<file path="src/rmsc_consts.vh">
// Shared constants for the remote monitor and speed control block.
`ifndef RMSC_CONSTS_VH
`define RMSC_CONSTS_VH
// Monitor source codes.
`define MON_INPUT 2'h0
`define MON_SYNC 2'h1
`define MON_PLAY 2'h2
// Speed reference selector codes.
`define SPD_FIX 2'h0
`define SPD_EXT 2'h1
`define SPD_VARI 2'h2
// Pitch in hundredths of a percent, signed.
`define PITCH_MAX 14'h1388
`define PITCH_MIN 14'h2C78
`define PITCH_FINE 14'h0001
`define PITCH_COARSE 14'h0064
// Knob detents closer than this many nanoseconds count as fast rotation.
`define FAST_GAP_NS 20000000
`define CLK_NS 4
// Window for a second quick press of an all button.
`define DOUBLE_NS 400000000
`endif

</file>
<file path="src/pitch_knob.v">
// Velocity sensitive pitch accumulator driven by knob detent pulses.
`timescale 1ns/1ps
`include "rmsc_consts.vh"
module pitch_knob #(
   parameter FAST_CYCLES = `FAST_GAP_NS / `CLK_NS
) (
   input wire clock,
   input wire srst,
   input wire step_up,
   input wire step_down,
   output reg [13:0] pitch
);
   reg [23:0] gap;
   wire fast = (gap < FAST_CYCLES);
   wire [13:0] step = fast ? `PITCH_COARSE : `PITCH_FINE; // RULE5
   wire signed [14:0] up_val = $signed({pitch[13], pitch}) +
      $signed({1'b0, step});
   wire signed [14:0] dn_val = $signed({pitch[13], pitch}) -
      $signed({1'b0, step});
   // Gap counter saturates so a long pause always means a fine step.
   always @(posedge clock) begin
      if (srst || step_up || step_down) begin
         gap <= 24'hFFFFFF;
         if (step_up || step_down)
            gap <= 24'h000000;
      end else if (gap != 24'hFFFFFF) begin
         gap <= gap + 24'h000001;
      end
   end
   // Clamp to the allowed span rather than wrapping.
   always @(posedge clock) begin
      if (srst) begin
         pitch <= 14'h0000;
      end else if (step_up && !step_down) begin
         if (up_val > $signed({1'b0, `PITCH_MAX})) // RULE4
            pitch <= `PITCH_MAX;
         else
            pitch <= up_val[13:0];
      end else if (step_down && !step_up) begin
         if (dn_val < $signed({1'b1, `PITCH_MIN})) // RULE4
            pitch <= `PITCH_MIN;
         else
            pitch <= dn_val[13:0];
      end
   end
endmodule // pitch_knob

</file>
<file path="src/all_press.v">
// Detects a single or a quick double press of one all-channel button.
`timescale 1ns/1ps
`include "rmsc_consts.vh"
module all_press #(
   parameter WINDOW_CYCLES = `DOUBLE_NS / `CLK_NS
) (
   input wire clock,
   input wire srst,
   input wire press,
   input wire double_style,
   output wire fire
);
   reg [27:0] timer;
   reg armed;
   // First press arms a window; a second press inside it fires.
   assign fire = press && (!double_style || armed); // RULE13
   always @(posedge clock) begin
      if (srst) begin
         armed <= 1'b0;
         timer <= 28'h0000000;
      end else if (press) begin
         armed <= !armed && double_style;
         timer <= WINDOW_CYCLES[27:0];
      end else if (timer != 28'h0000000) begin
         timer <= timer - 28'h0000001;
      end else begin
         armed <= 1'b0;
      end
   end
endmodule // all_press

</file>
<file path="src/remote_monitor_speed_control.v">
// Top of the remote unit: rehearse, speed reference and monitor selection.
// What this block does
// RULE1 - Rehearse button toggles rehearse mode on each press.
// RULE2 - Rehearse punch-in switches armed channels to input, no real record.
// RULE3 - In rehearse, record and armed indicators keep flashing.
// RULE4 - Variable speed pitch spans minus fifty to plus fifty percent.
// RULE5 - Fast knob turns take large steps, slow ones 0.01 percent.
// RULE6 - Pitch percent view shows deviation from chosen speed.
// RULE7 - Fixed position follows transport speed on crystal reference.
// RULE8 - Outside position tracks external reference, nominal 9,600 kHz.
// RULE9 - External reference rules only when selected and gate is low.
// RULE10 - Variable position takes speed from the pitch knob alone.
// RULE11 - Individual mode takes each monitor from its own selector.
// RULE12 - All buttons force every channel to one monitor source.
// RULE13 - Style switch picks single press or quick double press.
// RULE14 - Individual input position routes the channel's own input.
// RULE15 - Sync position routes record-head playback only while safe.
// RULE16 - Playback position routes reproduce head only while safe.
// RULE17 - Indicators yellow input, green sync while safe, orange playback.
// RULE18 - The remote holds its own search cue points.
// RULE19 - After rehearse punch-in, monitors return to selected source; an armed channel set to sync or playback stays on input until disarmed.
`timescale 1ns/1ps
`include "rmsc_consts.vh"
module remote_monitor_speed_control #(
   parameter CHANNELS = 8,
   parameter CUE_POINTS = 3,
   parameter CUE_WIDTH = 24,
   parameter FLASH_CYCLES = 62500000,
   parameter FAST_CYCLES = `FAST_GAP_NS / `CLK_NS,
   parameter WINDOW_CYCLES = `DOUBLE_NS / `CLK_NS
) (
   input wire clock,
   input wire srst,
   input wire rehearse_button,
   input wire record_button,
   input wire stop_button,
   input wire knob_up,
   input wire knob_down,
   input wire display_key,
   input wire [1:0] speed_selector,
   input wire speed_gate_n,
   input wire ext_ref,
   input wire individual_button,
   input wire all_input_button,
   input wire all_sync_button,
   input wire all_play_button,
   input wire all_press_style_switch,
   input wire [CHANNELS-1:0] ready,
   input wire [2*CHANNELS-1:0] selector,
   input wire cue_set,
   input wire [1:0] cue_index,
   input wire [CUE_WIDTH-1:0] tape_time,
   output reg rehearse,
   output reg record_active,
   output reg [CHANNELS-1:0] recording,
   output reg [2*CHANNELS-1:0] monitor_source,
   output reg [CHANNELS-1:0] led_input,
   output reg [CHANNELS-1:0] led_sync,
   output reg [CHANNELS-1:0] playback_head_monitor,
   output reg [CHANNELS-1:0] led_armed,
   output reg led_record,
   output reg [1:0] capstan_ref,
   output reg ext_ref_out,
   output reg [13:0] capstan_pitch,
   output reg pitch_percent_view,
   output reg [13:0] display_pitch,
   output reg [CUE_WIDTH-1:0] cue_value
);
   // Every pin input except srst and the cue inputs passes two flops; stage one is read by stage two only.
   localparam NIN = 15 + 3 * CHANNELS;
   // Listed from the top bit down; the taps below count up from bit 0,
   // so a change here must be mirrored in every index that follows.
   wire [NIN-1:0] raw = {
      rehearse_button,
      record_button,
      stop_button,
      knob_up,
      knob_down,
      display_key,
      speed_selector,
      speed_gate_n,
      ext_ref,
      individual_button,
      all_input_button,
      all_sync_button,
      all_play_button,
      all_press_style_switch,
      ready,
      selector
   };
   reg [NIN-1:0] sync1;
   reg [NIN-1:0] sync2;
   reg [NIN-1:0] last;
   always @(posedge clock) begin
      if (srst) begin
         sync1 <= {NIN{1'b0}};
         sync2 <= {NIN{1'b0}};
         last <= {NIN{1'b0}};
      end else begin
         sync1 <= raw;
         sync2 <= sync1;
         last <= sync2;
      end
   end
   wire [NIN-1:0] rise = sync2 & ~last;
   wire [2*CHANNELS-1:0] s_sel = sync2[2*CHANNELS-1:0];
   wire [CHANNELS-1:0] s_ready = sync2[3*CHANNELS-1:2*CHANNELS];
   localparam B = 3 * CHANNELS;
   wire s_style = sync2[B];
   wire p_all_play = rise[B+1];
   wire p_all_sync = rise[B+2];
   wire p_all_input = rise[B+3];
   wire p_indiv = rise[B+4];
   wire s_ext = sync2[B+5];
   wire s_gate_n = sync2[B+6];
   wire [1:0] s_speed = sync2[B+8:B+7];
   wire p_display = rise[B+9];
   wire p_down = rise[B+10];
   wire p_up = rise[B+11];
   wire p_stop = rise[B+12];
   wire p_record = rise[B+13];
   wire p_rehearse = rise[B+14];

   // Rehearse toggle and punch-in state.
   always @(posedge clock) begin
      if (srst) begin
         rehearse <= 1'b0;
         record_active <= 1'b0;
      end else begin
         if (p_rehearse)
            rehearse <= !rehearse; // RULE1
         if (p_stop)
            record_active <= 1'b0; // RULE19
         else if (p_record)
            record_active <= 1'b1;
      end
   end

   // Real recording happens only outside rehearse.
   always @(posedge clock) begin
      if (srst)
         recording <= {CHANNELS{1'b0}};
      else if (!record_active || rehearse)
         recording <= {CHANNELS{1'b0}}; // RULE2
      else
         recording <= s_ready;
   end

   // All-channel selection; individual mode cancels it.
   wire fire_input;
   wire fire_sync;
   wire fire_play;
   // Each button has its own detector, so half of a double press on one
   // button never counts toward another button.
   all_press #(.WINDOW_CYCLES(WINDOW_CYCLES)) u_all_input (
      .clock(clock),
      .srst(srst),
      .press(p_all_input),
      .double_style(s_style),
      .fire(fire_input)
   );
   all_press #(.WINDOW_CYCLES(WINDOW_CYCLES)) u_all_sync (
      .clock(clock),
      .srst(srst),
      .press(p_all_sync),
      .double_style(s_style),
      .fire(fire_sync)
   );
   all_press #(.WINDOW_CYCLES(WINDOW_CYCLES)) u_all_play (
      .clock(clock),
      .srst(srst),
      .press(p_all_play),
      .double_style(s_style),
      .fire(fire_play)
   );
   reg all_mode;
   reg [1:0] all_source;
   always @(posedge clock) begin
      if (srst) begin
         all_mode <= 1'b0;
         all_source <= `MON_INPUT;
      end else if (p_indiv) begin
         all_mode <= 1'b0; // RULE11
      end else if (fire_input) begin
         all_mode <= 1'b1; // RULE12
         all_source <= `MON_INPUT;
      end else if (fire_sync) begin
         all_mode <= 1'b1;
         all_source <= `MON_SYNC;
      end else if (fire_play) begin
         all_mode <= 1'b1;
         all_source <= `MON_PLAY;
      end
   end

   // Flash timer shared by the armed and record lamps.
   reg [25:0] flash_count;
   reg flash;
   always @(posedge clock) begin
      if (srst) begin
         flash_count <= 26'h0000000;
         flash <= 1'b0;
      end else if (flash_count >= FLASH_CYCLES - 1) begin
         flash_count <= 26'h0000000;
         flash <= !flash;
      end else begin
         flash_count <= flash_count + 26'h0000001;
      end
   end

   // Per-channel monitor routing and lamps.
   genvar ch;
   generate
      for (ch = 0; ch < CHANNELS; ch = ch + 1) begin : g_chan
         wire [1:0] pos = s_sel[2*ch+1:2*ch];
         wire [1:0] want = all_mode ? all_source : pos;
         // A punch-in puts an armed channel on input; it is released
         // as soon as the punch ends; a sync or playback selection comes back only once the channel is disarmed.
         wire live = s_ready[ch] && record_active; // RULE2 RULE19
         reg [1:0] src;
         always @* begin
            src = want;
            if (live)
               src = `MON_INPUT; // RULE2
            else if (want == `MON_INPUT)
               src = `MON_INPUT; // RULE14
            else if (want == `MON_SYNC && !s_ready[ch])
               src = `MON_SYNC; // RULE15
            else if (want == `MON_PLAY && !s_ready[ch])
               src = `MON_PLAY; // RULE16
            else
               src = `MON_INPUT;
         end
         always @(posedge clock) begin
            if (srst) begin
               monitor_source[2*ch+1:2*ch] <= `MON_INPUT;
               led_input[ch] <= 1'b0;
               led_sync[ch] <= 1'b0;
               playback_head_monitor[ch] <= 1'b0;
               led_armed[ch] <= 1'b0;
            end else begin
               monitor_source[2*ch+1:2*ch] <= src; // RULE11 RULE12
               led_input[ch] <= (src == `MON_INPUT); // RULE17
               led_sync[ch] <= (src == `MON_SYNC); // RULE17
               playback_head_monitor[ch] <= (src == `MON_PLAY); // RULE17
               if (!s_ready[ch])
                  led_armed[ch] <= 1'b0;
               else if (record_active && !rehearse)
                  led_armed[ch] <= 1'b1;
               else
                  led_armed[ch] <= flash; // RULE3
            end
         end
      end
   endgenerate

   // Record lamp steady only in a real recording.
   always @(posedge clock) begin
      if (srst)
         led_record <= 1'b0;
      else if (record_active && !rehearse)
         led_record <= 1'b1;
      else if (rehearse && (|s_ready))
         led_record <= flash; // RULE3
      else
         led_record <= 1'b0;
   end

   // Knob accumulator feeds the variable speed path.
   wire [13:0] knob_pitch;
   pitch_knob #(.FAST_CYCLES(FAST_CYCLES)) u_knob (
      .clock(clock),
      .srst(srst),
      .step_up(p_up),
      .step_down(p_down),
      .pitch(knob_pitch)
   );

   // Capstan reference. An unused selector code falls back to crystal,
   // the safest source if the switch is between positions.
   always @(posedge clock) begin
      if (srst) begin
         capstan_ref <= `SPD_FIX;
         capstan_pitch <= 14'h0000;
         ext_ref_out <= 1'b0;
      end else begin
         case (s_speed)
            `SPD_EXT: begin
               if (!s_gate_n) begin
                  capstan_ref <= `SPD_EXT; // RULE8 RULE9
                  ext_ref_out <= s_ext; // RULE8
               end else begin
                  capstan_ref <= `SPD_FIX; // RULE9
                  ext_ref_out <= 1'b0;
               end
               capstan_pitch <= 14'h0000;
            end
            `SPD_VARI: begin
               capstan_ref <= `SPD_VARI;
               capstan_pitch <= knob_pitch; // RULE10 RULE4
               ext_ref_out <= 1'b0;
            end
            default: begin
               capstan_ref <= `SPD_FIX; // RULE7
               capstan_pitch <= 14'h0000;
               ext_ref_out <= 1'b0;
            end
         endcase
      end
   end

   // Display key cycles three views; the third is the pitch percent view.
   reg [1:0] view;
   always @(posedge clock) begin
      if (srst) begin
         view <= 2'h0;
         pitch_percent_view <= 1'b0;
         display_pitch <= 14'h0000;
      end else begin
         if (p_display)
            view <= (view == 2'h2) ? 2'h0 : view + 2'h1;
         pitch_percent_view <= (view == 2'h2); // RULE6
         display_pitch <= capstan_pitch; // RULE6
      end
   end

   // Remote-owned cue store, apart from the transport's.
   reg [CUE_WIDTH-1:0] cue_mem [0:CUE_POINTS-1];
   integer i;
   always @(posedge clock) begin
      if (srst) begin
         for (i = 0; i < CUE_POINTS; i = i + 1)
            cue_mem[i] <= {CUE_WIDTH{1'b0}};
         cue_value <= {CUE_WIDTH{1'b0}};
      end else begin
         if (cue_set && cue_index < CUE_POINTS)
            cue_mem[cue_index] <= tape_time; // RULE18
         if (cue_index < CUE_POINTS)
            cue_value <= cue_mem[cue_index]; // RULE18
         else
            cue_value <= {CUE_WIDTH{1'b0}};
      end
   end
endmodule // remote_monitor_speed_control

</file>
<file path="config.mk">
export PLATFORM = sky130hd
export DESIGN_NAME = remote_monitor_speed_control
export DESIGN_NICKNAME = d
export VERILOG_FILES = /design/src/pitch_knob.v /design/src/all_press.v /design/src/remote_monitor_speed_control.v
export VERILOG_INCLUDE_DIRS = /design/src
export SDC_FILE = /design/constraint.sdc
export NUM_CORES = 1
export LEC_CHECK = 0
export BUFFER_PORTS_ARGS = -buffer_cell sky130_fd_sc_hd__buf_4
export CAP_MARGIN = 10
export CORE_ASPECT_RATIO = 0.8
export CORE_UTILIZATION = 45
export CTS_BUF_LIST = sky130_fd_sc_hd__clkbuf_8
export DETAILED_ROUTE_END_ITERATION = 7
export MAX_ROUTING_LAYER = met4
export PLACE_DENSITY = 0.71
export SETUP_SLACK_MARGIN = 0.5
export SLEW_MARGIN = 20
export SYNTH_ARGS = -nofsm -noshare
export SYNTH_HDL_FRONTEND = slang
export SYNTH_HIERARCHICAL = 1
export SYNTH_SLANG_ARGS = --single-unit
</file>
<file path="constraint.sdc">
create_clock -name clock -period 7.2 [get_ports clock]
set_input_delay 1.08 -clock clock [delete_from_list [all_inputs] [get_ports clock]]
set_output_delay 1.08 -clock clock [all_outputs]
set_load 0.02 [all_outputs]
</file>
# Word-level counts from Yosys, hierarchy flattened
# Memory sizes are Yosys's and may differ from the RTL's. A register that Yosys moved wholly into a read port is not among the register bits.
# Index checks and enable logic that the tools add are counted.
[op_classes]
n_reduce_logical = 105
muxes = 80
eq_ne = 39
n_addsub = 8
bitwise = 14
n_div = 0
mul = 0
magnitude_cmp = 5
shift = 0
[op_table]
columns = ["operator", "n"]
rows = [
  ["$mux W27", 6],
  ["$mux W24", 4],
  ["$mux W2", 45],
  ["$reduce_bool A28 Y1", 3],
  ["$sub A28 B1 Y28 const B", 3],
  ["$mux W14", 4],
  ["$and A39 B39 Y39", 1],
  ["$not A39 Y39", 1],
  ["$eq A2 B2 Y1 const B", 18],
  ["$logic_and A1 B1 Y1", 35],
  ["$eq A2 B1 Y1 const B", 17],
  ["$reduce_or A2 Y1", 17],
  ["$logic_not A2 Y1", 16],
  ["$add A26 B1 Y26 const B", 1],
  ["$ge A26 B26 Y1 const B", 1],
  ["$add A24 B1 Y24 const B", 1],
  ["$lt A24 B23 Y1 const B", 1],
  ["$ne A24 B24 Y1 const B", 1],
  ["$reduce_or A24 Y1", 1],
  ["$mux W1", 19],
  ["$logic_not A1 Y1", 17],
  ["$add A14 B8 Y15", 1],
  ["$gt A15 B14 Y1 const B", 1],
  ["$lt A15 B14 Y1 const B", 1],
  ["other kinds (13)", 36],
]
[totals]
register_bits = 365
out_inout_bits = 115
mem_bits_rw = 72
latchBits = 0
romBits = 0
mem_count = 1
wordCells = 320
in_bits = 68
[mem_list]
columns = ["name", "words", "word_bits", "rd", "rd_clocked_by_memory_dff", "write_ports", "line_no", "text"]
rows = [
  ["cue_mem", 3, 24, 1, 1, 3, "remote_monitor_speed_control.v:328", "reg [CUE_WIDTH-1:0] cue_mem [0:CUE_POINTS-1];"],
]

# Logic depth before layout (Yosys ltp)
[depth]
depth_word = 8
ltp_mapped = 18
depth_no_buf = 17

# By module
# Netlist, hierarchy kept.
[modules_own_cells]
columns = ["mod", "instances", "cells_per_inst", "seq_area_each_um2", "area_per_inst_um2"]
rows = [
  ["remote_monitor_speed_control", 1, 902, 6866.6, 10506.3],
  ["all_press", 3, 171, 580.6, 1470.2],
  ["pitch_knob", 1, 381, 1001.0, 3129.3],
]

# Worst setup path after synthesis
# Ideal clock, no wire load.
[synth_timing]
path_kind = "reg2reg"
start = "register u_knob.gap[7]"
end = "register u_knob.pitch[4]"
arrival_time_ns = 3.921
setup_ns = 0.122
synth_period_minus_slack_ns = 4.043
stages_incl_launch_ff = 19
n_path_buf = 2
path_slack_ns = 3.157
required_time_ns = 7.078
path_cell_list = "edfxtp_1 -> nor2_1 -> nor2_1 -> o21ai_0 -> nand2_1 -> a2111oi_0 -> o21ai_0 -> a21o_1 -> ha_1 -> buf_4 -> and3b_1 -> or2_0 -> buf_2 -> a221oi_1 -> a2111oi_2 -> a2111oi_4 -> nor4_2 -> a211o_1 -> a221o_1"
[synth_via]
elab_chain_cells = 7
elab_cells_between_ends = 10
cone_classes = "add/sub: 2; order compare: 3; mux: 5"
[synth_rtl]
columns = ["item", "line_no", "text"]
rows = [
  ["from (decl)", "pitch_knob.v:13", "reg [23:0] gap;"],
  ["from (signal assigned)", "pitch_knob.v:27", "gap <= gap + 24'h000001;"],
  ["$lt A24 B23 Y1 *", "pitch_knob.v:14", "wire fast = (gap < FAST_CYCLES);"],
  ["$mux W7 (no source line) *", "-", ""],
  ["$sub A14 B8 Y15", "pitch_knob.v:18", "wire signed [14:0] dn_val = $signed({pitch[13], pitch}) -"],
  ["$lt A15 B14 Y1", "pitch_knob.v:40", "if (dn_val < $signed({1'b1, `PITCH_MIN}))"],
  ["$mux W14", "pitch_knob.v:40", ""],
  ["$mux W14", "pitch_knob.v:39", "end else if (step_down && !step_up) begin"],
  ["$mux W14 *", "pitch_knob.v:34", "end else if (step_up && !step_down) begin"],
  ["to (signal assigned)", "pitch_knob.v:36", "pitch <= `PITCH_MAX;"],
  ["to (signal assigned)", "pitch_knob.v:38", "pitch <= up_val[13:0];"],
  ["to (signal assigned)", "pitch_knob.v:41", "pitch <= `PITCH_MIN;"],
  ["to (decl)", "pitch_knob.v:11", "output reg [13:0] pitch"],
]
# Every way passes the cells marked *; elsewhere a longest branch is shown, timed or not. The select of a mux whose other input is x is not followed.
# A chain may end at the register's enable or synchronous reset.

# Final worst setup path
[layout_timing]
start = "register u_knob.gap[6]"
end = "register u_knob.pitch[3]"
# The elaborated chain is that of the path after synthesis.

==> out/metrics.yaml <==
run:
  timing.max_cap.violations: 0
clocking:
  hold_buffers: 0
  cts_tree: "yes"
  path_clk_slew_ps: 70
  clock_sinks: 432
  worstSkewPairLatency_ps: 640
  cts_setup_buffers: 0
  cts_root_buffer: "clkbuf_8"
  cts_buffers: 71
  ctsResizeCount: 0
  htree_levels: 3
  clockBufferDepth: 3
route:
  wl_per_cell_um: 16.43
  via_per_inst: 5.351
  route.detailed.drc: 0
  vias: 13709
  first_pass_iters: 5
  drt-total-wl_um: 42100
  ant_nets: 0
  drt_iter0_markers: 859
hold_path:
  min_path_type: "flop to flop"
  hold_depth: 1
worst_setup_path:
  start_kind: "flop"
  worst-setup-path-type: "flop to flop"
  end_kind: "flop"
  arrival_ps: 5700
  reg2reg_slack_ps: 2020
  path_max_fanout: 10
  r2r_cells: 16
  cp.required_ps: 7720
placement:
  io_buffers: 182
  place_congestion: 0.8940
  place_hpwl_um: 28020
  dpl_cell_area_sq_um: 19810
die:
  coreArea_sq_um: 39440
  initial_core_util_pct: 45.75
  die_x_um: 225.9
  die_h_um: 181.1
  row_count: 65
  dieArea_sq_um: 40910
  pin_count: 183
status:
  outcome: "completed"
synth:
  syn_area_sq_um: 18050
  yosys_warnings: 6
  async_flop_share_pct: 0
  seq_area_frac_synth_pct: 53.25
  synthTopCellsByArea: "dfxtp_1, edfxtp_1, nor2b_1"
  synth.distinct_cells: 83
  synth_fp_nets: 1884
  synth_top_cell_by_area: "dfxtp_1"
  synth_seq_cells: 432
  synth_common_cells: "dfxtp_1, nor2_1, nor2b_1, a21oi_1, and2_1"
  synth_top_cell_area_share_pct: 37.27
  synth_edf_count: 96
  syn_avg_cell_area_sq_um: 10.05
  synth.most_common_cell: "dfxtp_1"
  synth_ff_type: "dfxtp_1"
  syn_inst: 1796
grt:
  gr-total-overflow: 0
  grt_pass1_wl_um: 67470
  grt_max_degree: 111
  first_global_vias: 12863
  gr-usage-all-layers_pct: 21.09
  antenna_found_initial: 0
finish:
  final_nets: 2063
  syn2layout_area_growth_pct: 17.79
  diodes: 0
  final_layout_size_suffix_gt1_share_pct: 17.57
  design_area_sq_um: 21260
timing:
  fmax_ghz: 0.1931
  hold_viol: 0
  clock_skew_ps: 28.77
  grt_setup_unrepaired: "false"
  finalSetupViolCount: 0
  fin_crit_ps: 5178
  slew_headroom_pct: 31.32
  tightest_slew_ps: 1028
  finalSetupTns_ps: 0
  finalCritPeriodShare_pct: 71.91
  drv_slew: 0
power:
  power_density_nw_per_um2: 340.9
  total_leakage_power_nw: 8.299
  ir_drop_v: 0.0001745
## sequential cells by signal, summed over array words and instances, names as in the netlist, 8 cells and up
signal	cells
u_all_input/timer	28
sync2	39
recording	8
last	10
playback_head_monitor	8
led_armed	8
u_knob/pitch	14
cue_value	24
led_input	8
u_knob/gap	24
sync1	39
capstan_pitch	14
u_all_sync/timer	28
flash_count	26
led_sync	8
u_all_play/timer	28
cue_mem	72
display_pitch	14
monitor_source	16
## kinds of logic after synthesis
family	synth area share, %
and+or+nand+nor	24.89
DFF	53.25
AOI/OAI and AO/OA	11.49
buffers and inverters	2.843
xor gates and xnor gates	4.368
muxes	1.775
adders and majority gates	1.387
## final timing paths
check                                      end                    start
hold / removal            sync2[35]$_SDFF_PP0_     sync1[35]$_SDFF_PP0_
setup / recovery  u_knob/pitch[3]$_SDFFE_PP0P_  u_knob/gap[6]$_DFFE_PP_
hold reg to reg           sync2[35]$_SDFF_PP0_     sync1[35]$_SDFF_PP0_
setup reg to reg  u_knob/pitch[3]$_SDFFE_PP0P_  u_knob/gap[6]$_DFFE_PP_
## layout by cell type, fill, tap and decap left out, types with 8 or more instances in the layout
master and count:
dfxtp_1 336, buf_4 189, nor2_1 161, nor2b_1 125, a21oi_1 112, and2_1 108
edfxtp_1 96, clkbuf_8 87, nand2_1 69, inv_1 63, nor3_1 62, xor2_1 52
a211oi_1 49, o21ai_0 41, xnor2_1 38, nor4_1 36, nand3_1 34, mux2i_1 26
and4_1 22, or3_1 22, or4_1 22, ha_1 20, o31ai_1 19, a31oi_1 18
nand4_1 17, or3b_2 16, o211ai_1 14, nand2b_1 13, and3_1 12, or2_2 10
o31a_1 8, o21a_1 8
## metrics by stage
step	hold slack, ps	std cells	power [W]	setup WS [ps]	utilization [%]
after global placement	421.0	2438	0.005029	2160	50.21
final	438.5	2562	0.007247	2022	53.89
after floorplan	399.7	1796	0.004594	3157	-
after global routing	451.7	2562	0.007689	1594	53.89
after CTS	439.8	2562	0.007283	2013	53.89
after detailed placement	421.9	2438	0.005072	2049	50.21
## worst max-delay path, stage by stage (launching register included)
cell,delay (ps)
edfxtp_1,460
nor2_1,150
nor2_1,40
o21ai_0,160
nand2_1,70
a2111oi_0,470
o21ai_0,150
a21o_1,290
ha_1,430
and3b_1,350
or2_0,440
a221oi_1,190
a2111oi_2,610
a2111oi_4,120
nor3_1,630
a221oi_1,200
a211o_1,290
## where the power goes
part           total, W  switching, W  leakage (nW)  internal [W]
Clock           0.00218      0.000981         0.809       0.00120
Sequential      0.00313      0.000358          3.67       0.00278
Combinational   0.00194       0.00114          3.82      0.000794
Total           0.00725       0.00248          8.30       0.00477
## cell type report
class	instances	area [sq um]
Multi-Input combinational cell	1238	7935
Timing Repair Buffer	190	1433
Clock inverter	38	267.8
Tap cell	536	670.6
Fill cell	3521	18190
Clock buffer	86	1184
Inverter	42	157.7
Sequential cell	432	9609
## layer usage
metal / GRT usage [%] / wire length (um) / up-vias
li1: - / - / 6766
met1: 28.71 / 20380 / 6522
met2: 31.26 / 18690 / 363
met3: 4.830 / 2394 / 58
met4: 5.878 / 635 / 0
met5: - / 0 / -
No activity file was read; power rests on OpenSTA's default activity.
